## src/vp_irq_pkg.sv

```systemverilog
// package: offsets, field positions and types of the video port interrupt status block
package vp_irq_pkg;

  // ---------------------------------------------------------------
  // register map
  // ---------------------------------------------------------------
  localparam logic [7:0] ADDR_FLAGS   = 8'h00;
  localparam logic [7:0] ADDR_ENABLES = 8'h04;
  localparam logic [7:0] ADDR_CTRL    = 8'h08;

  localparam logic [31:0] FLAGS_RESET   = 32'h0000_0000;
  localparam logic [31:0] ENABLES_RESET = 32'h0000_0000;
  // defined flag positions: 23..16, 14..10, 7..1
  localparam logic [31:0] FLAGS_DEFINED = 32'h00FF_7CFE;

  // ---------------------------------------------------------------
  // field positions
  // ---------------------------------------------------------------
  localparam int CH_B_BASE   = 17;
  localparam int CH_A_BASE   = 1;
  localparam int POS_GPIO    = 16;
  localparam int POS_DISPLAY_DONE_UNACKED_FLAG    = 14;
  localparam int POS_DISPLAY_DONE_FLAG    = 13;
  localparam int POS_DISPLAY_UNDERFLOW_FLAG    = 12;
  localparam int POS_TICK    = 11;
  localparam int POS_STC     = 10;
  localparam int POS_GLOBAL  = 0;
  // control register fields
  localparam int CTL_MODE_LO = 0;
  localparam int CTL_VERTICAL_RESET_SELECT_B  = 2;
  localparam int CTL_VERTICAL_RESET_SELECT_A  = 3;
  localparam int CTL_LFD_EN  = 4;
  localparam int CTL_SFD_EN  = 5;
  localparam int CTL_RAW_FIFO_ENABLE    = 6;

  localparam logic [31:0] CTRL_RESET = 32'h0000_0000;

  // capture modes
  typedef enum logic [1:0] {
    MODE_656     = 2'h0,
    MODE_YC      = 2'h1,
    MODE_RAW     = 2'h2,
    MODE_TS      = 2'h3
  } cap_mode_t;

  // per-channel raw events from the capture datapath
  typedef struct packed {
    logic        vertical_line_counter_reset;  // vertical line counter reset this cycle
    logic [11:0] vertical_line_counter;        // vertical line counter value
    logic [11:0] vertical_stop_line;         // programmed stop line
    logic        field2;        // current field is field 2
    logic        vert_int;      // vertical interrupt point reached
    logic        parity_err;    // timing code parity error
    logic        field_done;    // field/frame captured per control bits
    logic        frame_done;    // data counter reached combined stop value
    logic        overwrite;     // fifo data overwritten before read
  } chan_ev_t;

  typedef struct packed {
    logic        gpio;
    logic        done_unacked;
    logic        done;
    logic        underflow;
    logic        tick;
    logic        time_match;
  } misc_ev_t;

  typedef struct packed {
    logic [7:0]  addr;
    logic [31:0] wdata;
    logic        wr;
    logic        rd;
  } bus_req_t;

  typedef struct packed {
    logic [31:0] flags;
    logic [31:0] enables;
    logic [31:0] ctrl;
    logic [31:0] rdata;
    logic        irq;
  } irq_state_t;

endpackage

```

## src/video_port_interrupt_status.sv

```systemverilog
// video port interrupt status register, enables and interrupt output
//
// Decided for this implementation: the address-and-strobe port and the placing of the registers.
import vp_irq_pkg::*;

// Summary of operation
// - enabled flags only raise the interrupt
// - write one clears flag, zero keeps
// - reserved bits read zero, ignore writes
// - flags zero after reset, reads show state
// - long field: counter passes stop plus one
// - vertical reset select forces long field
// - short field: reset before stop line
// - no field flags in raw, stream, display
// - field two vertical interrupt flag
// - field one vertical interrupt flag
// - sync parity error flag, software resets channel
// - capture done after field or frame
// - raw mode done when frame captured, raw fifo enable clear
// - stream mode done when frame captured
// - overflow flag on fifo overwrite
// - display underflow flag
// - global enable gates every interrupt
module video_port_interrupt_status (
  input  wire logic                  clk,       // 20 MHz clock
  input  wire logic                  arst_n,    // async reset, active low
  input  wire vp_irq_pkg::bus_req_t  bus,       // register bus request
  input  wire vp_irq_pkg::chan_ev_t  ev_b,      // channel B events
  input  wire vp_irq_pkg::chan_ev_t  ev_a,      // channel A events
  input  wire vp_irq_pkg::misc_ev_t  ev_misc,   // display and timing events
  input  wire logic                  display_mode, // port in display mode
  output logic [31:0]                rdata,     // read data, cycle after read
  output logic                       irq        // level interrupt to host
);
  import vp_irq_pkg::*;

  // ---------------------------------------------------------------
  // helpers
  // ---------------------------------------------------------------
  // seven flags of one capture channel, msb = long field
  function automatic logic [6:0] chan_flags(input chan_ev_t ev, input logic [1:0] mode,
                                            input logic vertical_reset_select, input logic lfd_en,
                                            input logic sfd_en, input logic raw_fifo_enable,
                                            input logic disp);
    logic field_mode;
    logic long_f;
    logic short_f;
    logic done;
    field_mode = (mode == MODE_656 || mode == MODE_YC) && !disp;
    long_f  = 1'b0;
    short_f = 1'b0;
    done    = 1'b0;
    // counter still running when it hits stop+1
    if (field_mode && lfd_en) begin
      long_f = vertical_reset_select | (!ev.vertical_line_counter_reset && ev.vertical_line_counter == ev.vertical_stop_line + 12'h001);
    end
    if (field_mode && sfd_en && !vertical_reset_select) begin
      short_f = ev.vertical_line_counter_reset && (ev.vertical_line_counter < ev.vertical_stop_line);
    end
    case (mode)
      MODE_656, MODE_YC: done = ev.field_done;
      MODE_RAW:          done = ev.frame_done && !raw_fifo_enable;
      MODE_TS:           done = ev.frame_done;
      default:           done = 1'b0;
    endcase
    chan_flags = {long_f, short_f,
                  field_mode && ev.vert_int && ev.field2,
                  field_mode && ev.vert_int && !ev.field2,
                  field_mode && ev.parity_err,
                  done && !disp,
                  ev.overwrite};
  endfunction

  // ---------------------------------------------------------------
  // state
  // ---------------------------------------------------------------
  irq_state_t st_ff;
  irq_state_t nxt_st;
  logic [31:0] set_vec;
  logic [31:0] clr_vec;
  logic [1:0]  mode;

  always_comb begin
    nxt_st  = st_ff;
    mode    = st_ff.ctrl[CTL_MODE_LO +: 2];
    set_vec = 32'h0000_0000;
    set_vec[CH_B_BASE +: 7] = chan_flags(ev_b, mode, st_ff.ctrl[CTL_VERTICAL_RESET_SELECT_B],
                                         st_ff.ctrl[CTL_LFD_EN], st_ff.ctrl[CTL_SFD_EN],
                                         st_ff.ctrl[CTL_RAW_FIFO_ENABLE], display_mode);
    set_vec[CH_A_BASE +: 7] = chan_flags(ev_a, mode, st_ff.ctrl[CTL_VERTICAL_RESET_SELECT_A],
                                         st_ff.ctrl[CTL_LFD_EN], st_ff.ctrl[CTL_SFD_EN],
                                         st_ff.ctrl[CTL_RAW_FIFO_ENABLE], display_mode);
    set_vec[POS_GPIO] = ev_misc.gpio;
    set_vec[POS_DISPLAY_DONE_UNACKED_FLAG] = ev_misc.done_unacked;
    set_vec[POS_DISPLAY_DONE_FLAG] = ev_misc.done;
    set_vec[POS_DISPLAY_UNDERFLOW_FLAG] = ev_misc.underflow;
    set_vec[POS_TICK] = ev_misc.tick && mode == MODE_TS;
    set_vec[POS_STC]  = ev_misc.time_match && mode == MODE_TS;
    clr_vec = 32'h0000_0000;
    if (bus.wr && bus.addr == ADDR_FLAGS) begin
      clr_vec = bus.wdata;
    end
    // set wins over clear
    nxt_st.flags = ((st_ff.flags & ~clr_vec) | set_vec) & FLAGS_DEFINED;
    if (bus.wr && bus.addr == ADDR_ENABLES) begin
      nxt_st.enables = bus.wdata & (FLAGS_DEFINED | 32'h0000_0001);
    end
    if (bus.wr && bus.addr == ADDR_CTRL) begin
      nxt_st.ctrl = bus.wdata & 32'h0000_007F;
    end
    nxt_st.rdata = 32'h0000_0000;
    if (bus.rd) begin
      case (bus.addr)
        ADDR_FLAGS:   nxt_st.rdata = st_ff.flags;
        ADDR_ENABLES: nxt_st.rdata = st_ff.enables;
        ADDR_CTRL:    nxt_st.rdata = st_ff.ctrl;
        default:      nxt_st.rdata = 32'h0000_0000;
      endcase
    end
    // irq follows the registered flags and enables of the same cycle
    nxt_st.irq = nxt_st.enables[POS_GLOBAL] &&
                 |(nxt_st.flags & nxt_st.enables & FLAGS_DEFINED);
  end

  always_ff @(posedge clk or negedge arst_n) begin
    if (!arst_n) begin
      st_ff.flags   <= FLAGS_RESET;
      st_ff.enables <= ENABLES_RESET;
      st_ff.ctrl    <= CTRL_RESET;
      st_ff.rdata   <= 32'h0000_0000;
      st_ff.irq     <= 1'b0;
    end else begin
      st_ff <= nxt_st;
    end
  end

  assign rdata = st_ff.rdata;
  assign irq   = st_ff.irq;

  // ---------------------------------------------------------------
  // checks
  // ---------------------------------------------------------------
  chk_irq_gated: assert property (@(posedge clk) disable iff (!arst_n)
    irq |-> |(st_ff.flags & st_ff.enables & FLAGS_DEFINED))
    else $error("interrupt without enabled flag");
  chk_global_gate: assert property (@(posedge clk) disable iff (!arst_n)
    !st_ff.enables[POS_GLOBAL] |-> !irq)
    else $error("interrupt with global enable off");
  chk_reserved_zero: assert property (@(posedge clk) disable iff (!arst_n)
    (st_ff.flags & ~FLAGS_DEFINED) == 32'h0000_0000)
    else $error("reserved flag bit set");
  chk_set_wins: assert property (@(posedge clk) disable iff (!arst_n)
    set_vec[POS_DISPLAY_UNDERFLOW_FLAG] |=> st_ff.flags[POS_DISPLAY_UNDERFLOW_FLAG])
    else $error("underflow event lost");
  chk_clear_one: assert property (@(posedge clk) disable iff (!arst_n)
    (bus.wr && bus.addr == ADDR_FLAGS && set_vec == 32'h0000_0000)
      |=> (st_ff.flags & $past(bus.wdata)) == 32'h0000_0000)
    else $error("write one did not clear");
  chk_zero_keeps: assert property (@(posedge clk) disable iff (!arst_n)
    (bus.wr && bus.addr == ADDR_FLAGS)
      |=> (($past(st_ff.flags) | $past(set_vec)) & ~$past(bus.wdata) & FLAGS_DEFINED)
      == (st_ff.flags & ~$past(bus.wdata)))
    else $error("write zero changed a flag");
  chk_no_field_raw: assert property (@(posedge clk) disable iff (!arst_n)
    (mode == MODE_RAW || mode == MODE_TS || display_mode) |-> set_vec[23:20] == 4'h0)
    else $error("field flag in non field mode");
  chk_read_data: assert property (@(posedge clk) disable iff (!arst_n)
    (bus.rd && bus.addr == ADDR_FLAGS) |=> rdata == $past(st_ff.flags))
    else $error("read data wrong");
  chk_raw_done: assert property (@(posedge clk) disable iff (!arst_n)
    (mode == MODE_RAW && st_ff.ctrl[CTL_RAW_FIFO_ENABLE]) |-> !set_vec[CH_B_BASE + 1])
    else $error("raw done with fifo enable set");
  chk_vertical_reset_select_long: assert property (@(posedge clk) disable iff (!arst_n)
    (mode == MODE_656 && !display_mode && st_ff.ctrl[CTL_VERTICAL_RESET_SELECT_B] && st_ff.ctrl[CTL_LFD_EN])
      |=> st_ff.flags[23])
    else $error("long field not forced");
  chk_long_field: assert property (@(posedge clk) disable iff (!arst_n)
    ((mode == MODE_656 || mode == MODE_YC) && !display_mode && st_ff.ctrl[CTL_LFD_EN]
      && !ev_b.vertical_line_counter_reset && ev_b.vertical_line_counter == ev_b.vertical_stop_line + 12'h001)
      |=> st_ff.flags[23])
    else $error("long field missed");
  chk_short_field: assert property (@(posedge clk) disable iff (!arst_n)
    ((mode == MODE_656 || mode == MODE_YC) && !display_mode && st_ff.ctrl[CTL_SFD_EN]
      && !st_ff.ctrl[CTL_VERTICAL_RESET_SELECT_B] && ev_b.vertical_line_counter_reset && ev_b.vertical_line_counter < ev_b.vertical_stop_line)
      |=> st_ff.flags[22])
    else $error("short field missed");
  chk_vert_two: assert property (@(posedge clk) disable iff (!arst_n)
    ((mode == MODE_656 || mode == MODE_YC) && !display_mode && ev_b.vert_int && ev_b.field2)
      |=> st_ff.flags[21])
    else $error("field two vertical flag missed");
  chk_vert_one: assert property (@(posedge clk) disable iff (!arst_n)
    ((mode == MODE_656 || mode == MODE_YC) && !display_mode && ev_b.vert_int && !ev_b.field2)
      |=> st_ff.flags[20])
    else $error("field one vertical flag missed");
  chk_sync_error: assert property (@(posedge clk) disable iff (!arst_n)
    ((mode == MODE_656 || mode == MODE_YC) && !display_mode && ev_b.parity_err)
      |=> st_ff.flags[19])
    else $error("sync error flag missed");
  chk_field_done: assert property (@(posedge clk) disable iff (!arst_n)
    ((mode == MODE_656 || mode == MODE_YC) && !display_mode && ev_b.field_done)
      |=> st_ff.flags[18])
    else $error("field capture done missed");
  chk_stream_done: assert property (@(posedge clk) disable iff (!arst_n)
    (mode == MODE_TS && !display_mode && ev_b.frame_done) |=> st_ff.flags[18])
    else $error("stream capture done missed");
  chk_overflow_b: assert property (@(posedge clk) disable iff (!arst_n)
    ev_b.overwrite |=> st_ff.flags[CH_B_BASE])
    else $error("channel b overflow missed");
  chk_overflow_a: assert property (@(posedge clk) disable iff (!arst_n)
    ev_a.overwrite |=> st_ff.flags[CH_A_BASE])
    else $error("channel a overflow missed");
  chk_underflow: assert property (@(posedge clk) disable iff (!arst_n)
    ev_misc.underflow |=> st_ff.flags[POS_DISPLAY_UNDERFLOW_FLAG])
    else $error("display underflow missed");
  chk_rdata_idle: assert property (@(posedge clk) disable iff (!arst_n)
    !bus.rd |=> rdata == 32'h0000_0000)
    else $error("read data outside read cycle");

endmodule

```

## config.mk

```make
export PLATFORM = sky130hd
export DESIGN_NAME = video_port_interrupt_status
export DESIGN_NICKNAME = d
export VERILOG_FILES = /design/src/vp_irq_pkg.sv /design/src/video_port_interrupt_status.sv
export SDC_FILE = /design/constraint.sdc
export NUM_CORES = 1
export LEC_CHECK = 0
export BUFFER_PORTS_ARGS = -buffer_cell sky130_fd_sc_hd__buf_2
export CAP_MARGIN = 10
export CORE_ASPECT_RATIO = 1.5
export CORE_MARGIN = 2
export CORE_UTILIZATION = 30
export DETAILED_ROUTE_END_ITERATION = 12
export MAX_ROUTING_LAYER = met4
export SLEW_MARGIN = 20
export SYNTH_ARGS = -nofsm -noshare
export SYNTH_HDL_FRONTEND = slang
export SYNTH_SLANG_ARGS = --single-unit
```

## constraint.sdc

```tcl
create_clock -name clk -period 1.9 [get_ports clk]
set_clock_uncertainty 0.15 [all_clocks]
set_input_delay 0.19 -clock clk [delete_from_list [all_inputs] [get_ports clk]]
set_output_delay 0.19 -clock clk [all_outputs]
set_load 0.005 [all_outputs]
```

=== Word-level counts from Yosys, hierarchy flattened ===
Index checks and enable logic that the tools add are counted.

* Register bits after elaboration: 92
* Input bits: 113
* Output and inout port bits: 33

* $add $sub $neg: 2
* Magnitude comparators: 2
* Eq/ne operators: 7
* Multiplexer cells: 10
* Bitwise operators: 6
* Reduce and logical (&&, ||, !) cells: 40

{| class="wikitable"
|+ Operators with widths
! cell !! count
|-
| case mux 32 bit (3 select lines) || 1
|-
| two-way mux 32 bit || 2
|-
| bitwise AND 24 bit || 2
|-
| logical AND 1 bit || 27
|-
| adder 12 x 1 -> 12 bit (second input constant) || 2
|-
| == test 12 bit || 2
|-
| less-than comparator 12 bit || 2
|-
| two-way mux 24 bit || 1
|-
| NOT 24 bit || 1
|-
| OR 24 bit || 1
|-
| OR reduction 20 bit || 1
|-
| == test 8 x 3 -> 1 bit (second input constant) || 1
|-
| == test 8 x 4 -> 1 bit (second input constant) || 1
|-
| logical NOT 1 bit || 8
|-
| logical NOT 8 bit || 1
|-
| case mux 1 bit (3 select lines) || 2
|-
| == test 2 bit (second input constant) || 2
|-
| two-way mux 1 bit || 4
|-
| == test 2 x 1 -> 1 bit (second input constant) || 1
|-
| logical NOT 2 bit || 1
|-
| OR 1 bit || 2
|-
| OR reduction 2 bit || 1
|-
| logical OR 1 bit || 1
|}

=== Logic depth before layout (Yosys ltp) ===
* Depth in word-level cells: 10
* Gate-level depth with buffers: 9

=== Least setup slack after synthesis ===
OpenSTA, ideal clock, no wires.

* Kind: input-to-reg
* From: in bus[35] in the netlist's numbering
* To: reg, netlist name irq
* Setup time: 144 ps
* Data arrival time: 1990 ps
* Required time: 1606 ps
* Setup slack: -383 ps
* Stages on the path: 8
* Path buffers: 1
* Cell sequence: nor4_2 -> and3_1 -> buf_2 -> mux2_2 -> o21ai_1 -> o2111ai_1 -> a2111oi_2 -> a41oi_1

{| class="wikitable"
|+ RTL lines
! what !! RTL line !! source
|-
| start: declaration || video_port_interrupt_status.sv:27 || <nowiki>input wire vp_irq_pkg::bus_req_t bus,</nowiki>
|}

==> results.toml <==
[timing]
setup_ws_ns = -0.307
period_needed_ns = 2.21
period_share_pct = 116
fin_tns_setup_ns = -0.307
whs_ns = 0.0000489
hold_violations = 0
drv_slew = 0
max_freq_mhz = 453
setup-violations-final = 1
rsz0062_at_grt = "true"

[placement]
dp_cells = 923
place_area_mm2 = 0.00633
gp_congestion = 0.891
dp_worst_setup_slack_ns = -0.696
io_buffers = 123
dp_hpwl_um = 12300

[detailed_routing]
postRouteAntennaNets = 0
drcViolationCount = 0
wl_um = 15300
vias = 4780
wl_per_cell_um = 15.7
drt_iter0_markers = 138
first_pass_iters = 4
drt-vias-per-instance = 4.92

[worst_setup_path]
start_kind = "primary input"
crit_buf_inv = 3
critPathTopFamily = "compound AO/OA/AOI/OAI gates"
cp_slowest_cell = "or4b_4"
max_stage_delay_ns = 0.58
cp_cell_sequence = "buf_8, or4b_4, nor3_4, buf_12, buf_4, a21boi_2, o21ai_2, o2111ai_1, a2111oi_2, a41oi_1"
crit_type = "primary input to register"
rrSetupSlack_ns = -0.21
worstPathRequired_ns = 1.94
end_kind = "register"
r2r_start = "mode[1]"
reg2reg_to = "irq"
r2r.worst_path.cells = 9
critPathMaxFanout = 5
critPathArrivalTime_ns = 2.25

[synth]
synth_edf_count = 0
yosysWarnings = 0
synth_area_mm2 = 0.00492
synth_ff_type = "dfrtp_1"
yosysSeqAreaShare_pct = 35.6
ys_ff_latch = 70
synth_cell_types = 71
asyncSetResetFlopFracSynth_pct = 100
syn_inst = 535
synth.avg_cell_area_um2 = 9.19

[floorplanning]
die_w_um = 109
rows = 57
start_util_pct = 30.5
dieArea_mm2 = 0.0175
top_level_ports = 146
coreArea_mm2 = 0.0161
dieHeight_um = 161

[hold_path]
holdPathEnd = "st_ff[77]"
hold_depth = 3
hp-class = "primary input to register"
hp-start = "bus[14]"

[pwr]
internal_power_mw = 3.06
p_switching_mw = 1.08
combPwrFrac_pct = 20.6
clkPwrFrac_pct = 41.4
p_leak_nw = 3.52
finalPower_mw = 4.13
irDropWorstVdd_uv = 427
netSwitchingFraction_pct = 26.1
power_density_mw_per_mm2 = 580
p_seq_share_pct = 38.0

[final_layout]
drive_above_1_share_pct = 38.8
multi_input_area_mm2 = 0.00288
final_cells = 972
final_net_count = 900
diodes = 0
utilization_pct = 44.3
seq_area_mm2 = 0.00175
final_area_mm2 = 0.00713
area_growth_pct = 45.1
fill_cells = 1630

[global_route]
grt_max_degree = 71
grt_use_total_pct = 18.4
grt_pass1_wl_um = 24000
grt_pass1_vias = 4756
antenna_found_initial = 0
gr-total-overflow = 0

[clocking]
clock_latency_ns = 0.34
numCtsBuffers = 9
clock_tree.root_cell = "clkbuf_16"
clkTransAtPathRegs_ns = 0.06
htreeDepth = 3
cts_sinks = 70
tritoncts = "yes"
cts_buffer_depth = 2

[status]
status = "complete, but fails checks"
violations = "setup timing"

[run]
drv_cap = 0
-- power by group through the flow --
stage	sequential (mW)	clock, mW	combinational [mW]
after floorplan	1.59	0	0.377
after global placement	1.59	0	0.783
after detailed placement	1.59	0	0.789
after CTS	1.57	1.75	0.848
after global routing	1.57	1.81	0.944
final	1.57	1.71	0.853
-- worst max-delay path by stage --
stage	start	end	slack, ns	cells past startpoint
floorplan	bus[35]	irq	-0.33	8
global placement	bus[35]	irq	-0.59	9
detailed placement	bus[35]	irq	-0.70	9
CTS	bus[40]	irq	-0.22	9
global route	bus[41]	irq	-0.36	10
finish	bus[41]	irq	-0.31	10
-- cells by family after synthesis --
| family | Yosys count | synth area share, % |
|---|---|---|
| simple gates | 179 | 19.1 |
| compound gates | 111 | 16.4 |
| fa+ha+maj | 26 | 6.62 |
| flops | 70 | 35.6 |
| xor+xnor | 21 | 3.74 |
| other cells | 1 | 0.0763 |
| buf+inv | 85 | 9.41 |
| mux | 42 | 8.96 |
-- layer usage --
metal  global-route usage [%]  wire length [µm]  part of all wire, %
met1                     19.8              6090                   40
met3                     2.39               624                  4.1
met4                     7.58               492                  3.2
met5                        -                 0                    0
met2                     33.1              8060                   53
-- flip-flops by register name (all words and copies together) (netlist names) --
signal  flops
mode        2
irq         1
rdata      21
st_ff      46
-- worst reg2reg max path, stage by stage (launching register included) --
cell and delay (ns):
dfrtp_1 0.38, buf_4 0.21, nor4b_1 0.08, buf_4 0.14, nor3b_1 0.17, o21ai_0 0.11, o221ai_1 0.10, nand4_1 0.19
nor4_2 0.30, a41oi_1 0.14
-- what timing repair did --
action                                  4_1_cts  5_1_grt
hold endpoints to repair                     93        0
pin swaps                                    15       19
endpoints found under the setup margin        3        4
setup buffers                                11        2
gates resized for setup                      33       15
hold buffers                                 22        0
-- layout by cell type (no fill, tap or decap), types with 4 or more instances in the layout --
cell type,n
or3_1,5
buf_4,96
nand3_1,15
nand2b_1,5
o21a_1,5
o21ai_1,5
clkbuf_16,9
o221ai_1,4
a21o_1,5
xor2_1,8
buf_6,7
nor2_1,32
dlygate4sd3_1,22
ha_1,24
a21boi_2,4
buf_2,119
nor2b_1,12
dfrtp_1,70
or2_1,7
buf_12,7
nand4_1,8
mux2_2,15
conb_1,11
and3_1,5
a21oi_1,15
xnor2_1,13
a31oi_1,9
inv_1,36
nand2_1,52
mux2i_1,26
o211ai_1,10
o21ai_0,13
-- synth_stat cells (6+ instances only) --
cell	instances	area (µm²)
a21boi_1	6	45.0
a21oi_1	15	75.1
a31oi_1	9	56.3
and3_1	6	37.5
buf_4	33	248
clkbuf_1	9	33.8
dfrtp_1	70	1750
ha_1	26	325
inv_1	36	135
mux2_2	15	169
mux2i_1	26	260
nand2_1	55	206
nand3_1	16	80.1
nand4_1	8	50.1
nor2_1	33	124
nor2b_1	12	75.1
nor4_1	7	43.8
o211ai_1	10	75.1
o21ai_0	16	80.1
or2_1	7	43.8
xnor2_1	13	114
xor2_1	8	70.1
-- layout make-up --
cell class              instances  share of cell area (%)
multi-input cells             390                    40.4
repair buffers                254                    25.2
flip-flops and latches         70                    24.6
well taps                     206                    3.61
clock buffers                  11                    3.54
inverters                      36                    1.89
clock inverters                 5                   0.807
No activity file was read; power rests on OpenSTA's default activity.
